--- src/pkg/cie_pkg.sv ---
// Purpose: shared types and constants for the instruction execute subset
// Assumes: 8-bit data path, 16-bit program words, 100 MHz core clock
// Notes: opcodes are a local encoding of the operations handled here
package cie_pkg;
    localparam int DATA_W = 8;
    localparam int DADDR_W = 16;
    localparam int PADDR_W = 16;
    localparam int PWORD_W = 16;
    localparam logic [7:0] LAST_PAGE = 8'hFF;
    localparam logic [7:0] ACC_RST = 8'h00;
    localparam logic [7:0] TBL_RST = 8'h00;
    localparam logic [7:0] ZERO_BYTE = 8'h00;
    localparam logic [7:0] ONE_BYTE = 8'h01;
    localparam logic [3:0] BCD_LIMIT = 4'h9;
    localparam logic [3:0] BCD_FIX = 4'h6;
    localparam logic [3:0] STEP_LIMIT = 4'hF;
    // Flag vector bit positions
    localparam int FLG_C = 0;
    localparam int FLG_AC = 1;
    localparam int FLG_Z = 2;
    localparam int FLG_OV = 3;
    localparam int FLG_SC = 4;
    localparam logic [4:0] FLG_RST = 5'h00;

    typedef enum logic [4:0] {
        OP_NOP, OP_SKIP_ZERO_LOAD, OP_SKIP_BIT_CLEAR,
        OP_TBL_PAGED, OP_TBL_LAST, OP_TBL_PAGED_INC, OP_TBL_LAST_INC,
        OP_XOR_ACC, OP_XOR_MEM, OP_XOR_IMM,
        OP_ADC_ACC, OP_ADC_MEM, OP_ADD_ACC, OP_ADD_MEM,
        OP_AND_ACC, OP_AND_MEM, OP_CLR, OP_CLR_BIT,
        OP_CPL, OP_CPL_ACC, OP_DAA, OP_DEC, OP_DEC_ACC,
        OP_INC, OP_INC_ACC, OP_MOV_TO_ACC, OP_MOV_TO_MEM, OP_OR_ACC
    } cie_op_t;

    typedef struct packed {
        cie_op_t op;
        logic [DADDR_W-1:0] addr;
        logic [2:0] bit_sel;
        logic [DATA_W-1:0] imm;
    } cie_instr_t;

    typedef struct packed {
        logic [DATA_W-1:0] result;
        logic [4:0] flags;
    } cie_alu_out_t;
endpackage

--- src/logic/cie_exec.sv ---
// Purpose: executes the skip, table read, exclusive-OR and far-access instructions
// Assumes: data and program memory answer combinationally within the cycle
// Notes: one instruction taken per idle cycle; busy while a sequence runs
`timescale 1ns/1ps
// Overview of operation
// [RULE1] Zero-test load copies byte to accumulator; skips next when byte is zero.
// [RULE2] Bit test skips next instruction when selected bit is zero; no flags.
// [RULE3] Taken skip adds one dummy cycle, two instruction cycles in total.
// [RULE4] Paged table read uses high and low pointer; low to memory, high latched.
// [RULE5] Last-page table read uses final page and pointer low byte only.
// [RULE6] Pre-increment paged read bumps pointer low byte first, then reads.
// [RULE7] Pre-increment last-page read bumps pointer low byte, then reads last page.
// [RULE8] Exclusive-OR with byte or immediate into accumulator or memory; zero flag only.
// [RULE9] Far forms reach any data memory section with a full address.
// [RULE10] Add with carry sums accumulator, byte, carry; five arithmetic flags update.
// [RULE11] Add without carry sums accumulator and byte; five arithmetic flags update.
// [RULE12] AND of accumulator and byte into chosen target; zero flag only.
// [RULE13] Clear writes zero to byte or one bit; flags unchanged.
// [RULE14] Complement inverts byte into memory or accumulator; zero flag updates.
// [RULE15] Decimal adjust adds six per nibble over nine or with carry; result to memory.
// [RULE16] Decimal adjust touches only carry, set when decimal sum exceeds one hundred; the code also sets it at exactly one hundred.
// [RULE17] Decrement subtracts one into memory or accumulator; zero flag updates.
// [RULE18] Increment adds one into memory or accumulator; zero flag updates.
// [RULE19] Move copies between byte and accumulator; flags unchanged.
// [RULE20] OR of accumulator and byte goes into the accumulator.
// [RULE21] Accumulator-target forms never write the source data byte.
// [RULE22] Overflow, half-carry and signed-carry follow usual 8-bit conventions.
module cie_exec
(
    input wire logic i_clk,
    input wire logic i_sys_rst,
    input wire logic i_valid,
    input wire cie_pkg::cie_instr_t i_instr,
    input wire logic [7:0] i_dmem_rdata,
    input wire logic [15:0] i_pmem_rdata,
    input wire logic i_tbl_ptr_we,
    input wire logic [7:0] i_tbl_ptr_low,
    input wire logic [7:0] i_tbl_ptr_high,
    output logic o_busy,
    output logic o_skip,
    output logic o_dummy_cycle,
    output logic [15:0] o_dmem_addr,
    output logic o_dmem_we,
    output logic [7:0] o_dmem_wdata,
    output logic [15:0] o_pmem_addr,
    output logic [7:0] o_acc,
    output logic [4:0] o_flags,
    output logic [7:0] o_table_pointer_low,
    output logic [7:0] o_table_pointer_high,
    output logic [7:0] o_table_high_latch
);
    typedef enum logic [1:0] {ST_IDLE, ST_TBL_FETCH, ST_DUMMY} cie_state_t;

    typedef struct packed {
        cie_state_t st;
        logic [15:0] dmem_addr;
        logic dmem_we;
        logic [7:0] dmem_wdata;
        logic [15:0] pmem_addr;
        logic busy;
        logic skip;
        logic dummy;
        logic [7:0] acc;
        logic [4:0] flags;
        logic [7:0] ptr_low;
        logic [7:0] ptr_high;
        logic [7:0] high_latch;
    } cie_exec_state_t;

    cie_exec_state_t cur;
    cie_exec_state_t next_cur;
    cie_pkg::cie_alu_out_t alu_res;
    logic [7:0] alu_opnd;
    logic [15:0] tbl_addr;
    logic [7:0] ptr_low_eff;
    logic tbl_last;
    logic tbl_inc;
    cie_pkg::cie_op_t op;

    assign op = i_instr.op;
    assign alu_opnd = (op == cie_pkg::OP_XOR_IMM) ? i_instr.imm : i_dmem_rdata;
    assign tbl_last = (op == cie_pkg::OP_TBL_LAST || op == cie_pkg::OP_TBL_LAST_INC);
    assign tbl_inc = (op == cie_pkg::OP_TBL_PAGED_INC || op == cie_pkg::OP_TBL_LAST_INC);
    assign ptr_low_eff = tbl_inc ? cur.ptr_low + cie_pkg::ONE_BYTE : cur.ptr_low; // RULE6 RULE7

    cie_alu u_alu
    (
        .i_op(op),
        .i_acc(cur.acc),
        .i_opnd(alu_opnd),
        .i_flags(cur.flags),
        .o_res(alu_res)
    );

    cie_tbl_addr u_tbl_addr
    (
        .i_last_page(tbl_last),
        .i_ptr_high(cur.ptr_high),
        .i_ptr_low(ptr_low_eff),
        .o_paddr(tbl_addr)
    );

    always_comb
    begin
        next_cur = cur;
        next_cur.dmem_we = 1'b0;
        next_cur.skip = 1'b0;
        next_cur.dummy = 1'b0;
        next_cur.dmem_addr = i_instr.addr; // RULE9
        unique case (cur.st)
            ST_IDLE:
            begin
                next_cur.busy = 1'b0;
                if (i_tbl_ptr_we)
                begin
                    next_cur.ptr_low = i_tbl_ptr_low;
                    next_cur.ptr_high = i_tbl_ptr_high;
                end
                if (i_valid)
                begin
                    unique case (op)
                        cie_pkg::OP_SKIP_ZERO_LOAD:
                        begin
                            next_cur.acc = i_dmem_rdata; // RULE1
                            if (i_dmem_rdata == cie_pkg::ZERO_BYTE) // RULE1
                            begin
                                next_cur.skip = 1'b1;
                                next_cur.busy = 1'b1;
                                next_cur.st = ST_DUMMY; // RULE3
                            end
                        end
                        cie_pkg::OP_SKIP_BIT_CLEAR:
                        begin
                            if (!i_dmem_rdata[i_instr.bit_sel]) // RULE2
                            begin
                                next_cur.skip = 1'b1;
                                next_cur.busy = 1'b1;
                                next_cur.st = ST_DUMMY; // RULE3
                            end
                        end
                        cie_pkg::OP_TBL_PAGED, cie_pkg::OP_TBL_LAST,
                        cie_pkg::OP_TBL_PAGED_INC, cie_pkg::OP_TBL_LAST_INC:
                        begin
                            next_cur.ptr_low = ptr_low_eff; // RULE6 RULE7
                            next_cur.pmem_addr = tbl_addr; // RULE4 RULE5
                            next_cur.busy = 1'b1;
                            next_cur.st = ST_TBL_FETCH;
                        end
                        cie_pkg::OP_XOR_ACC, cie_pkg::OP_XOR_IMM, cie_pkg::OP_ADC_ACC,
                        cie_pkg::OP_ADD_ACC, cie_pkg::OP_AND_ACC, cie_pkg::OP_OR_ACC,
                        cie_pkg::OP_CPL_ACC, cie_pkg::OP_DEC_ACC, cie_pkg::OP_INC_ACC:
                        begin
                            next_cur.acc = alu_res.result; // RULE21
                            next_cur.flags = alu_res.flags; // RULE8 RULE10 RULE11 RULE12
                        end
                        cie_pkg::OP_XOR_MEM, cie_pkg::OP_ADC_MEM, cie_pkg::OP_ADD_MEM,
                        cie_pkg::OP_AND_MEM, cie_pkg::OP_CPL, cie_pkg::OP_DEC,
                        cie_pkg::OP_INC, cie_pkg::OP_DAA:
                        begin
                            next_cur.dmem_we = 1'b1;
                            next_cur.dmem_wdata = alu_res.result; // RULE14 RULE15
                            next_cur.flags = alu_res.flags; // RULE16 RULE17 RULE18
                        end
                        cie_pkg::OP_CLR:
                        begin
                            next_cur.dmem_we = 1'b1;
                            next_cur.dmem_wdata = cie_pkg::ZERO_BYTE; // RULE13
                        end
                        cie_pkg::OP_CLR_BIT:
                        begin
                            next_cur.dmem_we = 1'b1;
                            next_cur.dmem_wdata = i_dmem_rdata
                                & ~(cie_pkg::ONE_BYTE << i_instr.bit_sel); // RULE13
                        end
                        cie_pkg::OP_MOV_TO_ACC:
                        begin
                            next_cur.acc = i_dmem_rdata; // RULE19
                        end
                        cie_pkg::OP_MOV_TO_MEM:
                        begin
                            next_cur.dmem_we = 1'b1;
                            next_cur.dmem_wdata = cur.acc; // RULE19
                        end
                        default:
                        begin
                            next_cur.st = ST_IDLE;
                        end
                    endcase
                end
            end
            ST_TBL_FETCH:
            begin
                // Data address held from the taking cycle
                next_cur.dmem_addr = cur.dmem_addr;
                next_cur.dmem_we = 1'b1;
                next_cur.dmem_wdata = i_pmem_rdata[7:0]; // RULE4 RULE5
                next_cur.high_latch = i_pmem_rdata[15:8]; // RULE4 RULE5
                next_cur.busy = 1'b0;
                next_cur.st = ST_IDLE;
            end
            ST_DUMMY:
            begin
                next_cur.dummy = 1'b1; // RULE3
                next_cur.busy = 1'b0;
                next_cur.st = ST_IDLE;
            end
            default:
            begin
                next_cur.st = ST_IDLE;
            end
        endcase
    end

    always_ff @(posedge i_clk)
    begin
        if (i_sys_rst)
        begin
            cur <= '0;
            cur.st <= ST_IDLE;
            cur.acc <= cie_pkg::ACC_RST;
            cur.flags <= cie_pkg::FLG_RST;
            cur.ptr_low <= cie_pkg::TBL_RST;
            cur.ptr_high <= cie_pkg::TBL_RST;
            cur.high_latch <= cie_pkg::TBL_RST;
        end
        else
        begin
            cur <= next_cur;
        end
    end

    assign o_busy = cur.busy;
    assign o_skip = cur.skip;
    assign o_dummy_cycle = cur.dummy;
    assign o_dmem_addr = cur.dmem_addr;
    assign o_dmem_we = cur.dmem_we;
    assign o_dmem_wdata = cur.dmem_wdata;
    assign o_pmem_addr = cur.pmem_addr;
    assign o_acc = cur.acc;
    assign o_flags = cur.flags;
    assign o_table_pointer_low = cur.ptr_low;
    assign o_table_pointer_high = cur.ptr_high;
    assign o_table_high_latch = cur.high_latch;

    a_skip_dummy: assert property (@(posedge i_clk) disable iff (i_sys_rst)
        o_skip |=> o_dummy_cycle && !o_busy) // RULE3
        else $error("skip not followed by one dummy cycle");
    a_szl_load: assert property (@(posedge i_clk) disable iff (i_sys_rst)
        (!o_busy && i_valid && op == cie_pkg::OP_SKIP_ZERO_LOAD)
        |=> o_acc == $past(i_dmem_rdata) && o_skip == ($past(i_dmem_rdata) == 8'h00)) // RULE1
        else $error("zero-test load wrong");
    a_bit_skip: assert property (@(posedge i_clk) disable iff (i_sys_rst)
        (!o_busy && i_valid && op == cie_pkg::OP_SKIP_BIT_CLEAR)
        |=> o_skip == !$past(i_dmem_rdata[i_instr.bit_sel]) && $stable(o_flags)) // RULE2
        else $error("bit test skip wrong");
    a_tbl_write: assert property (@(posedge i_clk) disable iff (i_sys_rst)
        (!o_busy && i_valid && tbl_last)
        |=> o_pmem_addr[15:8] == 8'hFF ##1 o_dmem_we) // RULE5
        else $error("last page table read wrong");
    a_tbl_preinc: assert property (@(posedge i_clk) disable iff (i_sys_rst)
        (!o_busy && i_valid && tbl_inc)
        |=> o_table_pointer_low == $past(o_table_pointer_low) + 8'h01) // RULE6
        else $error("pointer not pre-incremented");
    a_acc_no_write: assert property (@(posedge i_clk) disable iff (i_sys_rst)
        (!o_busy && i_valid && (op == cie_pkg::OP_ADD_ACC || op == cie_pkg::OP_INC_ACC
        || op == cie_pkg::OP_XOR_ACC)) |=> !o_dmem_we) // RULE21
        else $error("accumulator form wrote memory");
    a_clr_zero: assert property (@(posedge i_clk) disable iff (i_sys_rst)
        (!o_busy && i_valid && op == cie_pkg::OP_CLR)
        |=> o_dmem_we && o_dmem_wdata == 8'h00 && $stable(o_flags)) // RULE13
        else $error("clear wrong");
    a_mov_flags: assert property (@(posedge i_clk) disable iff (i_sys_rst)
        (!o_busy && i_valid && op == cie_pkg::OP_MOV_TO_MEM)
        |=> o_dmem_wdata == $past(o_acc) && $stable(o_flags)) // RULE19
        else $error("move wrong");
    a_add_sum: assert property (@(posedge i_clk) disable iff (i_sys_rst)
        (!o_busy && i_valid && op == cie_pkg::OP_ADD_ACC)
        |=> o_acc == 8'($past(o_acc) + $past(i_dmem_rdata))) // RULE11
        else $error("add result wrong");
    c_skip: cover property (@(posedge i_clk) o_skip ##1 o_dummy_cycle);
    c_tbl: cover property (@(posedge i_clk) o_busy && !o_skip ##1 o_dmem_we);
    c_mem_write: cover property (@(posedge i_clk) o_dmem_we && !o_busy);
endmodule // cie_exec

--- src/logic/cie_alu.sv ---
// Purpose: combinational result and flag logic for the arithmetic and logic forms
// Assumes: inputs stable for the cycle; flags ordered as in the package
// Notes: flags not touched by an operation are passed through unchanged
`timescale 1ns/1ps
module cie_alu
(
    input wire cie_pkg::cie_op_t i_op,
    input wire logic [7:0] i_acc,
    input wire logic [7:0] i_opnd,
    input wire logic [4:0] i_flags,
    output cie_pkg::cie_alu_out_t o_res
);
    logic [8:0] sum;
    logic [4:0] low_sum;
    logic cin;
    logic [7:0] adj;
    logic [8:0] daa_sum;

    always_comb
    begin
        cin = (i_op == cie_pkg::OP_ADC_ACC || i_op == cie_pkg::OP_ADC_MEM)
            ? i_flags[cie_pkg::FLG_C] : 1'b0;
        sum = {1'b0, i_acc} + {1'b0, i_opnd} + {8'h00, cin};
        low_sum = {1'b0, i_acc[3:0]} + {1'b0, i_opnd[3:0]} + {4'h0, cin};
        adj = cie_pkg::ZERO_BYTE;
        if (i_acc[3:0] > cie_pkg::BCD_LIMIT || i_flags[cie_pkg::FLG_AC]) // RULE15
            adj[3:0] = cie_pkg::BCD_FIX;
        if (i_acc[7:4] > cie_pkg::BCD_LIMIT || i_flags[cie_pkg::FLG_C]) // RULE15
            adj[7:4] = cie_pkg::BCD_FIX;
        daa_sum = {1'b0, i_acc} + {1'b0, adj};
        o_res.flags = i_flags;
        o_res.result = i_acc;
        unique case (i_op)
            cie_pkg::OP_ADC_ACC, cie_pkg::OP_ADC_MEM,
            cie_pkg::OP_ADD_ACC, cie_pkg::OP_ADD_MEM:
            begin
                o_res.result = sum[7:0]; // RULE10 RULE11
                o_res.flags[cie_pkg::FLG_C] = sum[8]; // RULE22
                o_res.flags[cie_pkg::FLG_AC] = low_sum[4]; // RULE22
                o_res.flags[cie_pkg::FLG_Z] = (sum[7:0] == cie_pkg::ZERO_BYTE);
                o_res.flags[cie_pkg::FLG_OV] = (i_acc[7] == i_opnd[7])
                    && (sum[7] != i_acc[7]); // RULE22
                // Signed-carry: true sign of the 9-bit signed sum
                o_res.flags[cie_pkg::FLG_SC] = sum[7] ^ ((i_acc[7] == i_opnd[7])
                    && (sum[7] != i_acc[7])); // RULE22
            end
            cie_pkg::OP_XOR_ACC, cie_pkg::OP_XOR_MEM, cie_pkg::OP_XOR_IMM:
            begin
                o_res.result = i_acc ^ i_opnd; // RULE8
                o_res.flags[cie_pkg::FLG_Z] = ((i_acc ^ i_opnd) == cie_pkg::ZERO_BYTE);
            end
            cie_pkg::OP_AND_ACC, cie_pkg::OP_AND_MEM:
            begin
                o_res.result = i_acc & i_opnd; // RULE12
                o_res.flags[cie_pkg::FLG_Z] = ((i_acc & i_opnd) == cie_pkg::ZERO_BYTE);
            end
            cie_pkg::OP_OR_ACC:
            begin
                o_res.result = i_acc | i_opnd; // RULE20
                o_res.flags[cie_pkg::FLG_Z] = ((i_acc | i_opnd) == cie_pkg::ZERO_BYTE);
            end
            cie_pkg::OP_CPL, cie_pkg::OP_CPL_ACC:
            begin
                o_res.result = ~i_opnd; // RULE14
                o_res.flags[cie_pkg::FLG_Z] = (~i_opnd == cie_pkg::ZERO_BYTE);
            end
            cie_pkg::OP_DEC, cie_pkg::OP_DEC_ACC:
            begin
                o_res.result = i_opnd - cie_pkg::ONE_BYTE; // RULE17
                o_res.flags[cie_pkg::FLG_Z] = (i_opnd == cie_pkg::ONE_BYTE);
            end
            cie_pkg::OP_INC, cie_pkg::OP_INC_ACC:
            begin
                o_res.result = i_opnd + cie_pkg::ONE_BYTE; // RULE18
                o_res.flags[cie_pkg::FLG_Z] = (i_opnd == 8'hFF);
            end
            cie_pkg::OP_DAA:
            begin
                o_res.result = daa_sum[7:0]; // RULE15
                // Carry only ever set here so a chained decimal add keeps its carry
                o_res.flags[cie_pkg::FLG_C] = i_flags[cie_pkg::FLG_C] | daa_sum[8]; // RULE16
            end
            default:
            begin
                o_res.result = i_opnd;
            end
        endcase
    end
endmodule // cie_alu

--- src/logic/cie_tbl_addr.sv ---
// Purpose: program memory address for the four table read forms
// Assumes: pointer low byte already incremented for the pre-increment forms
// Notes: last-page reads ignore the pointer high byte
`timescale 1ns/1ps
module cie_tbl_addr
(
    input wire logic i_last_page,
    input wire logic [7:0] i_ptr_high,
    input wire logic [7:0] i_ptr_low,
    output logic [15:0] o_paddr
);
    always_comb
    begin
        if (i_last_page)
            o_paddr = {cie_pkg::LAST_PAGE, i_ptr_low}; // RULE5 RULE7
        else
            o_paddr = {i_ptr_high, i_ptr_low}; // RULE4 RULE6
    end
endmodule // cie_tbl_addr

--- config.mk ---
export PLATFORM = sky130hd
export DESIGN_NAME = cie_exec
export DESIGN_NICKNAME = d
export VERILOG_FILES = /design/src/pkg/cie_pkg.sv /design/src/logic/cie_exec.sv /design/src/logic/cie_alu.sv /design/src/logic/cie_tbl_addr.sv
export SDC_FILE = /design/constraint.sdc
export NUM_CORES = 1
export LEC_CHECK = 0
export BUFFER_PORTS_ARGS = -buffer_cell sky130_fd_sc_hd__buf_2
export CAP_MARGIN = 20
export CELL_PAD_IN_SITES_DETAIL_PLACEMENT = 0
export CELL_PAD_IN_SITES_GLOBAL_PLACEMENT = 2
export CORE_AREA = 2 2 144 146
export CTS_BUF_LIST = sky130_fd_sc_hd__clkbuf_4 sky130_fd_sc_hd__clkbuf_8 sky130_fd_sc_hd__clkbuf_16
export DETAILED_ROUTE_END_ITERATION = 16
export DIE_AREA = 0 0 146 148
export GPL_ROUTABILITY_DRIVEN = 0
export PLACE_DENSITY = 0.86
export SYNTH_ARGS = -nofsm -noshare
export SYNTH_HDL_FRONTEND = slang
export SYNTH_SLANG_ARGS = --single-unit
--- constraint.sdc ---
create_clock -name i_clk -period 13.6 [get_ports i_clk]
set_input_delay 4.08 -clock i_clk [delete_from_list [all_inputs] [get_ports i_clk]]
set_output_delay 4.08 -clock i_clk [all_outputs]
set_load 0.05 [all_outputs]
==> implementation parameters <==
Parameter                              Value

Pwr
  Power density of the placed cells    96.8 nW/um2
  Pwr Total    0.000708 W
  Proportion of power drawn by combinational gates    26.5%
  Maximum ir drop on the vdd rail    0.0570 mV
  Internal cell power    0.000471 W
  Sequential group share of total power    37.7%
  Net switching fraction of the power    33.5%
  Clk pwr share    35.8%
  Leakage    3.02 nW
  Psw    0.000238 W

Floorplanning
  Initial standard-cell utilization of the core    33.4%
  Cell Rows    52
  X dimension of the die    146 um
  Vertical die dimension    148 um
  # IOs    157
  Area of the die    21600 um2
  Core footprint    20000 um2

Worst setup path
  Critical path peak fanout    34
  Crit path max-delay cell type    sky130_fd_sc_hd__nand4bb_1
  Critical path class    in2reg
  Maximum cell stage delay along the critical path    0.54 ns
  Required time at the worst-slack endpoint    13.77 ns
  Kind of cell adding the most delay to the critical path    simple AND/OR/NAND/NOR gates
  Cell breakdown of the critical path    buf_2 > nand4bb_1 > nor2_4 > mux2i_1 > inv_1 > fa_1 > fa_1 > a21o_1 > a21oi_1 > o21ai_0 > xnor2_1 > nor2_1 > nor3_1 > a211oi_1
  CP endpoint kind    flop
  WP data arrival    8.23 ns
  Critical Path Source Type    input pin
  Sum of buffers and inverters on the critical path    2
  Top cell by count, worst path    sky130_fd_sc_hd__fa_1

Cells and area
  Fraction of final layout cells with drive strength greater than 1    22.9%
  Multi-input logic area    4070 um2
  Area grow syn2layout    9.43%
  Finished Cell Area    7320 um2
  Inserted Diodes    0
  Count of filler cells inserted in the layout    2218
  Post-layout nets    981
  Register cell area after layout    1660 um2
  Core occupancy in the finished layout    36.5%

STA
  Minimum clock period after layout    8.06 ns
  Final period util    59.3%
  Sum of negative setup slack    0 ns
  Maximum clock frequency    124 MHz
  Fin. max-slew vios    0
  Total of endpoints with negative setup slack in the final report    0
  Least-Margin Pin Slew    0.938 ns
  Number of hold violations in the final report    0
  Worst hold slack after final layout    0.466 ns
  Layout Skew    0.00755 ns
  Setup repair after global routing missed its margin    no
  Slew Limit Headroom    37.5%

Flow run
  Maximum Capacitance Violations    0

Global routing
  Via count of the first global-routing pass    5921
  Initial antenna violation count    0
  GRT overflow    0
  First-pass GRT wire length    33.4 mm
  Maximum number of pins on one net before global-route repair    85
  Tot GR Track Use    19.2%

Worst hold path
  Class of the worst hold path    reg2reg

Logic synthesis
  Library cell with the highest instance count after synthesis    sky130_fd_sc_hd__nor2_1
  Synth top area cells    sky130_fd_sc_hd__dfxtp_1 25%, sky130_fd_sc_hd__buf_4 9.8%, sky130_fd_sc_hd__mux2i_1 6.1%
  Number of instances in the synthesized netlist    831
  Async SR Flop Fraction    0%
  Unique cell type count in the Yosys netlist    92
  Yosys synthesis warning count    0
  Commonest register cell after synthesis    sky130_fd_sc_hd__dfxtp_1
  Post-synthesis cell area    6690 um2
  Share of the yosys chip area belonging to registers    24.9%
  Portion of synthesized cell area occupied by the leading cell type    24.9%
  Syn_area_per_cell    8.04 um2
  Post-synthesis cell type with the largest combined area    sky130_fd_sc_hd__dfxtp_1
  Register bit total from synthesis    83
  Post-Synthesis Net Count    938
  Leading post-synthesis cells by instance count    91 x sky130_fd_sc_hd__nor2_1, 87 x sky130_fd_sc_hd__buf_4, 83 x sky130_fd_sc_hd__dfxtp_1, 62 x sky130_fd_sc_hd__nand2_1, 41 x sky130_fd_sc_hd__mux2i_1
  Number of enable flip-flop cells after synthesis    0

Clock tree
  Hold buffer count at cts    0
  Clock-pin slew reported for the worst setup and hold paths after clock tree synthesis    0.06 ns
  Clock insertion delay at the later pin of the skew report    0.33 ns
  Clk sinks    83
  Number of buffers created by CTS    9
  TritonCTS clock tree    built
  PostCTS Resize Cnt    0
  Cell at the root of the clock tree    sky130_fd_sc_hd__clkbuf_16
  H-Tree Depth    3
  Number of buffers on the longest clock path    2
  Setup repair bufs after CTS    0

Detailed routing
  DRT antenna net count    0
  Vias after detailed routing    6207
  Wire length per cell after detailed routing    18.5 um
  Post-detailed-route DRC marker count    0
  Initial DRC count    447
  Detailed-route wire length    21.2 mm
  TritonRoute pass-1 iters    5
  Detailed-route vias per instance    5.40

Place
  Buffers added on ports    156
  Cell area after placement    6990 um2
  DP Wirelength    16.1 mm

Status
  Result of the run    complete, no violations
## layer usage
metal | vias up | wire [um] | track usage (%)
met1 | 2915 | 9170 | 24.4
met5 | - | 0 | 0
met2 | 225 | 10100 | 33.1
li1 | 3024 | - | -
met3 | 43 | 1330 | 3.89
met4 | 0 | 575 | 5.58
## placed cells by master, fill, tap and decap left out, drive strengths merged, types with 11 or more instances in the layout
| cell type | n |
|---|---|
| nor3 | 18 |
| xnor2 | 20 |
| dfxtp | 83 |
| inv | 35 |
| o21ai | 35 |
| nand2 | 63 |
| clkbuf | 12 |
| mux2i | 42 |
| nand3 | 19 |
| a211oi | 27 |
| a21oi | 37 |
| nor2 | 94 |
| a221oi | 11 |
| nor4 | 16 |
| buf | 158 |
| nand2b | 12 |
| ha | 28 |
## state kept, by name, summed over array words and instances, names as in the netlist
signal	cells
o_table_pointer_high	8
o_dmem_addr	16
o_pmem_addr	16
o_acc	8
o_dmem_we	1
o_dmem_wdata	8
o_skip	1
o_busy	1
cur	2
o_flags	5
o_table_pointer_low	8
o_dummy_cycle	1
o_table_high_latch	8
## cell type report
| cell class | instances | share of cell area, % |
|---|---|---|
| Clock buffer | 12 | 3.64 |
| Clock inverter | 4 | 0.650 |
| Inverter | 35 | 1.80 |
| Multi-Input combinational cell | 587 | 55.6 |
| Sequential cell | 83 | 22.7 |
| Tap cell | 270 | 4.62 |
| Timing Repair Buffer | 158 | 11.0 |
## worst min-delay path: stages (launching register included)
cell and delay, ns:
sky130_fd_sc_hd__dfxtp_1 0.32, sky130_fd_sc_hd__nand2_1 0.05, sky130_fd_sc_hd__a21oi_1 0.05
## through the flow
| step | instances | setup WS (ns) |
|---|---|---|
| finish | 1149 | 5.54 |
| global route | 1149 | 5.15 |
| CTS | 1148 | 5.62 |
| detailed placement | 1132 | 5.29 |
| global placement | 1132 | 5.44 |
| floorplan | 831 | 6.33 |
## kinds of logic (layout without fill, tap and decap cells)
logic type	Yosys count	count (layout)	synth area share [%]
buf+inv	161	209	14.3
xor+xnor	24	24	3.14
mux	47	47	7.65
fa+ha+maj	31	31	6.14
compound gates	206	206	22.3
flops	83	83	24.9
simple gates	279	279	21.5
## power by group through the flow
stage	combinational (W)	sequential [W]	clock (W)
floorplan	0.000150	0.000268	0
global placement	0.000187	0.000272	0
detailed placement	0.000186	0.000272	0
CTS	0.000187	0.000267	0.000259
global route	0.000203	0.000269	0.000273
finish	0.000188	0.000267	0.000253
## worst paths after layout
kind	from	cells after the start	end	slack, ns
worst max-delay path	i_instr[29]	14	o_acc[6]$_SDFFE_PP0P_	5.54
worst min-delay path	o_table_pointer_high[3]$_SDFFE_PP0P_	2	o_table_pointer_high[3]$_SDFFE_PP0P_	0.47
worst max register to register	o_acc[3]$_SDFFE_PP0P_	12	o_dmem_wdata[7]$_SDFFE_PP0P_	10.24
worst min register to register	o_table_pointer_high[3]$_SDFFE_PP0P_	2	o_table_pointer_high[3]$_SDFFE_PP0P_	0.47
No activity file was read; power rests on OpenSTA's default activity.
